`src/design/rpm_pkg.sv`:
```
package rpm_pkg;
	// register window decode width
	localparam int ADDR_W = 14;
	localparam logic [13:0] OFS_SWRST = 14'h0424;
	localparam logic [13:0] OFS_POWER_MODE_CONFIG = 14'h0A00;
	localparam logic [13:0] OFS_POWER_MODE_KEY = 14'h0A04;
	localparam logic [13:0] OFS_RESET_SOURCE_STATUS = 14'h0A40;
	localparam logic [13:0] OFS_RSTKEY = 14'h0A5C;
	localparam logic [13:0] OFS_LPKEY = 14'h210C;
	localparam logic [13:0] OFS_LPCLK = 14'h2110;
	localparam logic [13:0] OFS_LPCON = 14'h2114;
	localparam logic [13:0] OFS_INTSTA = 14'h3000;
	localparam logic [13:0] OFS_INTCLR = 14'h3004;
	localparam logic [13:0] OFS_INTEN = 14'h3008;
	// decode value that no register owns
	localparam logic [13:0] OFS_NONE = 14'h3FFF;
	// unlock and trigger codes
	localparam logic [15:0] KEY_RST = 16'h12EA;
	localparam logic [15:0] KEY_TRIG = 16'hA158;
	localparam logic [15:0] KEY_PWR1 = 16'h4859;
	localparam logic [15:0] KEY_PWR2 = 16'hF27B;
	localparam logic [19:0] KEY_LP = 20'hC59D6;
	// reset values and writable masks
	localparam logic [15:0] SWRST_RST = 16'h0001;
	localparam logic [15:0] POWER_MODE_CONFIG_RST = 16'h0001;
	localparam logic [15:0] POWER_MODE_CONFIG_MASK = 16'hC00F;
	localparam logic [15:0] RESET_SOURCE_STATUS_MASK = 16'h000B;
	localparam logic [31:0] LPCON_RST = 32'h00000102;
	// field positions
	localparam int STA_POR = 0;
	localparam int STA_PIN = 1;
	localparam int STA_SOFT = 3;
	localparam int PM_TMR = 2;
	localparam int PM_SEQ = 3;
	localparam int PM_CONV = 14;
	localparam int PM_RAM = 15;
	localparam int INT_W = 3;
	localparam int INT_SOFT = 0;
	localparam int INT_PIN = 1;
	localparam int INT_POR = 2;
	// bus codes
	localparam logic [2:0] SIZE_WORD = 3'h2;
	typedef enum logic [1:0] {PK_LOCKED = 2'b00, PK_FIRST = 2'b01, PK_OPEN = 2'b10} rpm_pkey_t;
	typedef enum logic [1:0] {MODE_ACTIVE = 2'b01, MODE_HIBERNATE = 2'b10} rpm_mode_t;
endpackage : rpm_pkg

```
`src/design/rpm_wr_if.sv`:
```
`timescale 1ns/1ps
interface rpm_wr_if;
	logic wr;
	logic [13:0] addr;
	logic [31:0] data;
	logic rst_open;
	logic pwr_open;
	logic lp_open;
	modport bus (output wr, addr, data, input rst_open, pwr_open, lp_open);
	modport guard (input wr, addr, data, output rst_open, pwr_open, lp_open);
endinterface : rpm_wr_if
```
`src/design/rpm_key_guard.sv`:
```
`timescale 1ns/1ps
module rpm_key_guard (
	input wire logic mclk, // system clock
	input wire logic rst_n, // async reset, active low
	rpm_wr_if.guard wb // accepted register writes
);
	rpm_pkg::rpm_pkey_t pk_state;
	logic key1;
	logic key2;

	// key matches on the power key register
	assign key1 = wb.addr == rpm_pkg::OFS_POWER_MODE_KEY && wb.data[15:0] == rpm_pkg::KEY_PWR1;
	assign key2 = wb.addr == rpm_pkg::OFS_POWER_MODE_KEY && wb.data[15:0] == rpm_pkg::KEY_PWR2;
	assign wb.pwr_open = pk_state == rpm_pkg::PK_OPEN;

	// reset key arms only for the very next write
	always_ff @(posedge mclk or negedge rst_n) begin
		if (!rst_n) begin
			wb.rst_open <= 1'b0;
		end else if (wb.wr) begin
			wb.rst_open <= wb.addr == rpm_pkg::OFS_RSTKEY && wb.data[15:0] == rpm_pkg::KEY_RST; // RULE_01 RULE_02 RULE_18
		end
	end

	// power key: two codes in order, then the mode write
	always_ff @(posedge mclk or negedge rst_n) begin
		if (!rst_n) begin
			pk_state <= rpm_pkg::PK_LOCKED;
		end else if (wb.wr) begin
			unique case (pk_state)
				rpm_pkg::PK_LOCKED, rpm_pkg::PK_OPEN: begin
					pk_state <= key1 ? rpm_pkg::PK_FIRST : rpm_pkg::PK_LOCKED; // RULE_16
				end
				rpm_pkg::PK_FIRST: begin
					pk_state <= key2 ? rpm_pkg::PK_OPEN : (key1 ? rpm_pkg::PK_FIRST : rpm_pkg::PK_LOCKED); // RULE_16 RULE_18
				end
				default: begin
					pk_state <= rpm_pkg::PK_LOCKED;
				end
			endcase
		end
	end

	// low-power key stays open until another value is written
	always_ff @(posedge mclk or negedge rst_n) begin
		if (!rst_n) begin
			wb.lp_open <= 1'b0;
		end else if (wb.wr && wb.addr == rpm_pkg::OFS_LPKEY) begin
			wb.lp_open <= wb.data[19:0] == rpm_pkg::KEY_LP; // RULE_14 RULE_18
		end
	end
endmodule : rpm_key_guard

```
`src/design/rpm_top.sv`:
```
// Behaviour
// RULE_01: reset control writable only after its key
// RULE_02: any other write relocks reset key
// RULE_03: unlocked write of trigger code fires reset
// RULE_04: reset control write sets soft reset flag
// RULE_05: pin reset sets its flag, write-one clears
// RULE_06: power-on sets its flag, write-one clears
// RULE_07: software sequences high power mode itself
// RULE_08: default is active mode, field reads one
// RULE_09: mode code two enters hibernate, clocks off
// RULE_10: bit fourteen keeps converter switch on
// RULE_11: bit fifteen keeps memory during hibernate
// RULE_12: shutdown is hibernate plus software powerdowns
// RULE_13: powerdown bits power blocks down, reset value
// RULE_14: low power registers need their key first
// RULE_15: clock select bit permits slow clock switch
// RULE_16: two power codes then mode write directly
// RULE_17: reserved mode code ignored, read back kept
// RULE_18: wrong key or locked write is ignored
//
// Register access over AHB-Lite was left to the implementer.
`timescale 1ns/1ps
module rpm_top (
	input wire logic mclk, // system clock, 40 MHz
	input wire logic rst_n, // async reset, active low
	input wire logic clk_en, // freezes all state while low
	input wire logic hsel, // slave select
	input wire logic [31:0] haddr, // byte address
	input wire logic [1:0] htrans, // transfer type
	input wire logic hwrite, // write when high
	input wire logic [2:0] hsize, // transfer size
	input wire logic [31:0] hwdata, // write data
	input wire logic hready, // bus ready
	output logic hreadyout, // slave ready
	output logic hresp, // always okay
	output logic [31:0] hrdata, // read data
	input wire logic pin_reset_evt, // pin reset happened, async level
	input wire logic por_evt, // power-on reset happened, async level
	output logic irq, // level interrupt
	output logic soft_reset, // digital reset pulse
	output logic hs_clk_off, // high speed clocks powered down
	output logic conv_switch_on, // converter power switch
	output logic sram_powered, // memory supply kept
	output logic seq_autosleep_en, // sequencer autosleep
	output logic tmr_autosleep_en, // timer autosleep
	output logic lf_clk_switch_en, // slow clock switch permitted
	output logic [31:0] lp_powerdown // per-block powerdown
);
	localparam int INT_W_L = rpm_pkg::INT_W;
	rpm_wr_if wb ();
	logic dp_wr;
	logic dp_rd;
	logic dp_map;
	logic [13:0] dp_addr;
	logic ap_valid;
	logic [31:0] rd_mux;
	logic [15:0] swrst;
	logic [15:0] power_mode_config;
	logic [15:0] power_mode_key;
	logic [15:0] reset_source_status;
	logic [19:0] lpkey;
	logic [1:0] eff_mode;
	logic [INT_W_L-1:0] intsta;
	logic [INT_W_L-1:0] inten;
	logic [1:0] evt_s1;
	logic [1:0] evt_s2;
	logic [1:0] evt_s3;
	logic [1:0] evt_rise;
	logic sw_acc;
	logic sw_trig;
	logic pm_acc;
	logic [15:0] next_reset_source_status;
	logic [INT_W_L-1:0] next_intsta;
	logic [INT_W_L-1:0] int_set;

	rpm_key_guard u_guard (
		.mclk(mclk),
		.rst_n(rst_n),
		.wb(wb.guard)
	);

	function automatic logic hit(input logic [13:0] ofs);
		return wb.wr && wb.addr == ofs;
	endfunction : hit

	// bus write stream; unmapped writes still relock the reset and power keys
	assign ap_valid = hsel && htrans[1] && hready;
	assign wb.wr = clk_en && dp_wr && hready;
	assign wb.addr = dp_map ? dp_addr : rpm_pkg::OFS_NONE;
	assign wb.data = hwdata;

	// accepted writes to the protected registers
	assign sw_acc = wb.rst_open && hit(rpm_pkg::OFS_SWRST); // RULE_01
	assign sw_trig = sw_acc && wb.data[15:0] == rpm_pkg::KEY_TRIG; // RULE_03
	assign pm_acc = wb.pwr_open && hit(rpm_pkg::OFS_POWER_MODE_CONFIG); // RULE_16
	assign evt_rise = evt_s2 & ~evt_s3;

	// address phase capture; only word writes are honoured
	always_ff @(posedge mclk or negedge rst_n) begin
		if (!rst_n) begin
			dp_wr <= 1'b0;
			dp_rd <= 1'b0;
			dp_map <= 1'b0;
			dp_addr <= 14'h0000;
		end else if (clk_en && hready) begin
			dp_wr <= ap_valid && hwrite && hsize == rpm_pkg::SIZE_WORD;
			dp_rd <= ap_valid && !hwrite;
			dp_map <= haddr[31:rpm_pkg::ADDR_W] == 18'h00000 && haddr[1:0] == 2'h0;
			dp_addr <= haddr[13:0];
		end
	end

	// reads take one wait state so a preceding write is visible
	always_ff @(posedge mclk or negedge rst_n) begin
		if (!rst_n) begin
			hreadyout <= 1'b1;
			hrdata <= 32'h00000000;
		end else if (clk_en) begin
			hreadyout <= !(ap_valid && !hwrite);
			if (dp_rd && !hreadyout) begin
				hrdata <= dp_map ? rd_mux : 32'h00000000;
			end
		end
	end

	// error response is never used
	always_ff @(posedge mclk or negedge rst_n) begin
		if (!rst_n) begin
			hresp <= 1'b0;
		end else begin
			hresp <= 1'b0;
		end
	end

	// read mux; keys that are write-only read zero
	always_comb begin
		unique case (dp_addr)
			rpm_pkg::OFS_SWRST: rd_mux = {16'h0000, swrst};
			rpm_pkg::OFS_POWER_MODE_CONFIG: rd_mux = {16'h0000, power_mode_config}; // RULE_17
			rpm_pkg::OFS_POWER_MODE_KEY: rd_mux = {16'h0000, power_mode_key};
			rpm_pkg::OFS_RESET_SOURCE_STATUS: rd_mux = {16'h0000, reset_source_status};
			rpm_pkg::OFS_LPKEY: rd_mux = {12'h000, lpkey};
			rpm_pkg::OFS_LPCLK: rd_mux = {31'h00000000, lf_clk_switch_en};
			rpm_pkg::OFS_LPCON: rd_mux = lp_powerdown;
			rpm_pkg::OFS_INTSTA: rd_mux = {29'h00000000, intsta};
			rpm_pkg::OFS_INTEN: rd_mux = {29'h00000000, inten};
			default: rd_mux = 32'h00000000;
		endcase
	end

	// reset cause pins cross in through two flops, third finds the edge
	always_ff @(posedge mclk or negedge rst_n) begin
		if (!rst_n) begin
			evt_s1 <= 2'h0;
			evt_s2 <= 2'h0;
			evt_s3 <= 2'h0;
		end else if (clk_en) begin
			evt_s1 <= {pin_reset_evt, por_evt};
			evt_s2 <= evt_s1;
			evt_s3 <= evt_s2;
		end
	end

	// software reset register and its trigger pulse
	always_ff @(posedge mclk or negedge rst_n) begin
		if (!rst_n) begin
			swrst <= rpm_pkg::SWRST_RST; // RULE_03
			soft_reset <= 1'b0;
		end else if (clk_en) begin
			soft_reset <= sw_trig; // RULE_03
			if (sw_acc) begin
				swrst <= wb.data[15:0]; // RULE_01 RULE_18
			end
		end
	end

	// reset cause flags; a new event beats a same-cycle clear
	always_comb begin
		next_reset_source_status = reset_source_status;
		if (hit(rpm_pkg::OFS_RESET_SOURCE_STATUS)) begin
			next_reset_source_status = reset_source_status & ~wb.data[15:0];
		end
		next_reset_source_status[rpm_pkg::STA_SOFT] = next_reset_source_status[rpm_pkg::STA_SOFT] | sw_acc; // RULE_04
		next_reset_source_status[rpm_pkg::STA_PIN] = next_reset_source_status[rpm_pkg::STA_PIN] | evt_rise[1]; // RULE_05
		next_reset_source_status[rpm_pkg::STA_POR] = next_reset_source_status[rpm_pkg::STA_POR] | evt_rise[0]; // RULE_06
		next_reset_source_status = next_reset_source_status & rpm_pkg::RESET_SOURCE_STATUS_MASK;
	end

	always_ff @(posedge mclk or negedge rst_n) begin
		if (!rst_n) begin
			reset_source_status <= 16'h0000; // RULE_06
		end else if (clk_en) begin
			reset_source_status <= next_reset_source_status;
		end
	end

	// power mode register; reserved codes stored but not acted on
	always_ff @(posedge mclk or negedge rst_n) begin
		if (!rst_n) begin
			power_mode_config <= rpm_pkg::POWER_MODE_CONFIG_RST; // RULE_08 RULE_11
			eff_mode <= rpm_pkg::MODE_ACTIVE; // RULE_08
		end else if (clk_en && pm_acc) begin
			power_mode_config <= wb.data[15:0] & rpm_pkg::POWER_MODE_CONFIG_MASK; // RULE_16
			if (wb.data[1:0] == rpm_pkg::MODE_ACTIVE || wb.data[1:0] == rpm_pkg::MODE_HIBERNATE) begin
				eff_mode <= wb.data[1:0]; // RULE_09 RULE_17
			end
		end
	end

	// key registers kept for read-back
	always_ff @(posedge mclk or negedge rst_n) begin
		if (!rst_n) begin
			power_mode_key <= 16'h0000;
			lpkey <= 20'h00000;
		end else if (clk_en) begin
			if (hit(rpm_pkg::OFS_POWER_MODE_KEY)) begin
				power_mode_key <= wb.data[15:0];
			end
			if (hit(rpm_pkg::OFS_LPKEY)) begin
				lpkey <= wb.data[19:0];
			end
		end
	end

	// low power registers, writable only behind their key
	always_ff @(posedge mclk or negedge rst_n) begin
		if (!rst_n) begin
			lf_clk_switch_en <= 1'b0;
			lp_powerdown <= rpm_pkg::LPCON_RST; // RULE_13
		end else if (clk_en && wb.lp_open) begin
			if (hit(rpm_pkg::OFS_LPCLK)) begin
				lf_clk_switch_en <= wb.data[0]; // RULE_14 RULE_15
			end
			if (hit(rpm_pkg::OFS_LPCON)) begin
				lp_powerdown <= wb.data; // RULE_13 RULE_14
			end
		end
	end

	// power controls follow the effective mode and the mode register bits one cycle later
	always_ff @(posedge mclk or negedge rst_n) begin
		if (!rst_n) begin
			hs_clk_off <= 1'b0;
			conv_switch_on <= 1'b1;
			sram_powered <= 1'b1;
			seq_autosleep_en <= 1'b0;
			tmr_autosleep_en <= 1'b0;
		end else if (clk_en) begin
			hs_clk_off <= eff_mode == rpm_pkg::MODE_HIBERNATE; // RULE_09
			conv_switch_on <= eff_mode != rpm_pkg::MODE_HIBERNATE || power_mode_config[rpm_pkg::PM_CONV]; // RULE_10
			sram_powered <= eff_mode != rpm_pkg::MODE_HIBERNATE || power_mode_config[rpm_pkg::PM_RAM]; // RULE_11
			seq_autosleep_en <= power_mode_config[rpm_pkg::PM_SEQ];
			tmr_autosleep_en <= power_mode_config[rpm_pkg::PM_TMR];
		end
	end

	// interrupt events; set beats a same-cycle clear
	assign int_set = {evt_rise[0], evt_rise[1], sw_trig};
	always_comb begin
		next_intsta = intsta;
		if (hit(rpm_pkg::OFS_INTCLR)) begin
			next_intsta = intsta & ~wb.data[INT_W_L-1:0];
		end
		next_intsta = next_intsta | int_set;
	end

	always_ff @(posedge mclk or negedge rst_n) begin
		if (!rst_n) begin
			intsta <= 3'h0;
			inten <= 3'h0;
			irq <= 1'b0;
		end else if (clk_en) begin
			intsta <= next_intsta;
			irq <= |(intsta & inten);
			if (hit(rpm_pkg::OFS_INTEN)) begin
				inten <= wb.data[INT_W_L-1:0];
			end
		end
	end
endmodule : rpm_top

```
`config.mk`:
```
export PLATFORM = sky130hd
export DESIGN_NAME = rpm_top
export DESIGN_NICKNAME = d
export VERILOG_FILES = /design/src/design/rpm_pkg.sv /design/src/design/rpm_wr_if.sv /design/src/design/rpm_key_guard.sv /design/src/design/rpm_top.sv
export SDC_FILE = /design/constraint.sdc
export NUM_CORES = 1
export LEC_CHECK = 0
export CAP_MARGIN = 20
export CORE_AREA = 2 2 129 131
export DETAILED_ROUTE_END_ITERATION = 10
export DIE_AREA = 0 0 131 133
export DONT_BUFFER_PORTS = 1
export GPL_TIMING_DRIVEN = 0
export HOLD_SLACK_MARGIN = 0.03
export PLACE_DENSITY_LB_ADDON = 0.12
export SETUP_SLACK_MARGIN = 0.5
export SYNTH_ARGS = -nofsm -noshare
export SYNTH_HDL_FRONTEND = slang
export SYNTH_SLANG_ARGS = --single-unit
```
`constraint.sdc`:
```
create_clock -name mclk -period 3.15 [get_ports mclk]
set_input_delay 0.63 -clock mclk [delete_from_list [all_inputs] [get_ports mclk]]
set_output_delay 0.63 -clock mclk [all_outputs]
set_load 0.005 [all_outputs]
```
==> flow_summary.ini <==
[status]
status = complete, but fails checks
violations = negative hold slack

[die]
core_um2 = 16200
initial_utilization = 0.465
die_h_um = 133
ios = 151
die_w_um = 131
rows = 47
die_area_um2 = 17400

[timing]
tns_ps = 0
fin_crit_ps = 2530
relSlewSlack = 0.367
setup_violations = 0
holdWs_ps = -107
tightest_slew_ps = 941
finalHoldViolCount = 161
slew_violations = 0
fin_skew_ps = 8.24
max_freq_ghz = 0.395
rsz0062_at_grt = no
period_share = 0.803

[synthesis]
syn-cell-area_um2 = 7510
syn_area_per_cell_um2 = 12.7
synth_cells = 592
ys.flop_type = dfrtp_1
yosysMostFrequentCell = dfrtp_1
synth_edf_count = 0
synth.largest_area_cell = dfrtp_1
synth_top_area_frac = 0.536
seq_area_frac_synth = 0.564
synth_common_cells = dfrtp_1, mux2_1, nand2_1
synth.area.top_cells = dfrtp_1, mux2_1, mux2_2, a22o_1, dfstp_2
syn_nets = 673
synth_cell_types = 63
yosysWarnings = 0
ys_ff_latch = 169
async_reset_ff_frac = 1.00

[drt]
dr.pass1.iters = 5
final_antenna_net_count = 0
dr.first_iter.drc_count = 321
wl_mm = 19.1
vias_per_cell = 5.96
post_drt_wl_per_cell_um = 22.3
vias = 5104
drc = 0

[cells_and_area]
drive_gt1_frac = 0.168
diodes = 0
n_fill_cell = 1431
fin_nets = 704
utilization = 0.532
multi_input_area_um2 = 3130
seq_area_um2 = 4240
final_cell_area_um2 = 8610
syn_to_final_growth_pct = 14.5

[critical_path]
endpoint_kind = flip-flop
worstSetupPathType = reg2reg
required_ps = 3460
crit_arrival_ps = 2840
worstRegToRegCells = 6
path_max_fanout = 10
reg2reg_to = swrst[13]
regToRegSetupSlack_ps = 620
r2r_start = dp_addr[0]
cp-start-kind = flip-flop

[power]
p_leak_uw = 0.00398
powerDensity_nw_per_um2 = 560
peakVddDrop_mv = 0.357

[grt]
antenna_found_initial = 0
grt_start_max_net_pins = 170
grt.total_usage = 0.224
grt_pass1_wl_mm = 29.2
overflow = 0
grt_pass1_vias = 5123

[place]
io_buffer_count = 0
dpl_cell_area_um2 = 7790
gp_congestion = 0.901
dp_hpwl_mm = 13.3

[flow_run]
max_cap_viol_count = 0

[cts]
insertion_delay_ps = 430
cts_tree = built
clk_pin_slew_worst_paths_ps = 60
cts-root-buf = clkbuf_16
htreeDepth = 4
cts_inserted_buffers = 17
ctsLongestPathBuffers = 2
cts_sinks = 169

[min_path]
worst_hold_path_type = in2async
logic make-up after synthesis:
group | Yosys count | synth area share
AOI/OAI and AO/OA | 102 | 0.0993
adders and majority gates | 4 | 0.00666
buffers and inverters | 39 | 0.0255
DFF | 169 | 0.564
muxes | 114 | 0.171
other | 1 | 0.000499
and+or+nand+nor | 163 | 0.133
final cells by class:
| type | instances | area share |
|---|---|---|
| Clock inverter | 11 | 0.0254 |
| Timing Repair Buffer | 12 | 0.0105 |
| Buffer | 31 | 0.0201 |
| Tap cell | 220 | 0.0320 |
| Sequential cell | 169 | 0.493 |
| Clock buffer | 21 | 0.0523 |
| Multi-Input combinational cell | 384 | 0.363 |
| Inverter | 8 | 0.00349 |
worst max-delay path, stage by stage (launching register included):
cell	delay (ps)
dfrtp_1	450
or4b_1	520
buf_2	200
nor3_2	230
nand3_2	340
buf_4	340
mux2_1	320
worst max-delay path by stage:
stage	start	endpoint	slack, ps	cells after the start
floorplan	dp_addr[9]	lpkey[15]	890	6
global placement	dp_addr[2]	hrdata[2]	240	7
detailed placement	dp_addr[4]	power_mode_key[15]	310	5
CTS	dp_addr[4]	power_mode_config[3]	390	4
global route	dp_addr[7]	lp_powerdown[29]	510	7
finish	dp_addr[0]	swrst[13]	620	6
power breakdown:
part | switching (uW) | internal, uW
Clock | 866 | 1510
Combinational | 86.9 | 77.7
Sequential | 60.7 | 2210
Total | 1010 | 3800
registers in the layout, indices dropped and copies added, names as in the netlist, 2 cells and up:
signal               cells
dp_addr                 14
eff_mode                 2
evt_s1                   2
evt_s2                   2
evt_s3                   2
hrdata                  32
inten                    3
intsta                   3
lp_powerdown            32
lpkey                   20
power_mode_config        6
power_mode_key          16
reset_source_status      3
swrst                   16
u_guard.pk_state         2
layout by cell type (no fill, tap or decap), types with 4 or more instances in the layout:
cell and count:
a22oi_1 6, nor2_1 16, nor4b_1 5, nand4b_1 4
a22o_1 25, nand3_1 14, a21oi_1 8, and3_1 6
nor4_1 9, nor3b_1 4, a222oi_1 4, nand3b_1 5
o21ai_1 25, clkbuf_16 17, nand4_1 6, buf_2 6
a21o_1 5, inv_1 8, a221oi_1 10, nor3_1 4
o31ai_1 5, ha_1 4, dfrtp_1 160, mux2_1 90
mux2_2 23, nor4_4 5, bufinv_16 6, dfstp_2 8
nand2_1 50, clkbuf_1 14, buf_4 18
stage by stage:
step	total power, uW	cells	worst slack [ps]
after floorplan	2420	592	895
after CTS	4830	844	387
after global placement	2460	812	241
final	4820	856	620
after detailed placement	2460	812	309
after global routing	4970	856	509
what timing repair did:
item	4_1_cts	5_1_grt
setup endpoints to repair	34	74
setup buffers	0	12
endpoints found under the hold margin	161	161
resized for setup	4	10
cloned	0	0
pin swaps	0	4
per-layer routing:
layer,vias up,GRT usage,part of all wire
li1,2274,-,-
met1,2620,0.297,0.44
met2,178,0.345,0.47
met3,32,0.0675,0.071
met4,0,0.0869,0.024
met5,-,0,0
No activity file was read; power rests on OpenSTA's default activity.
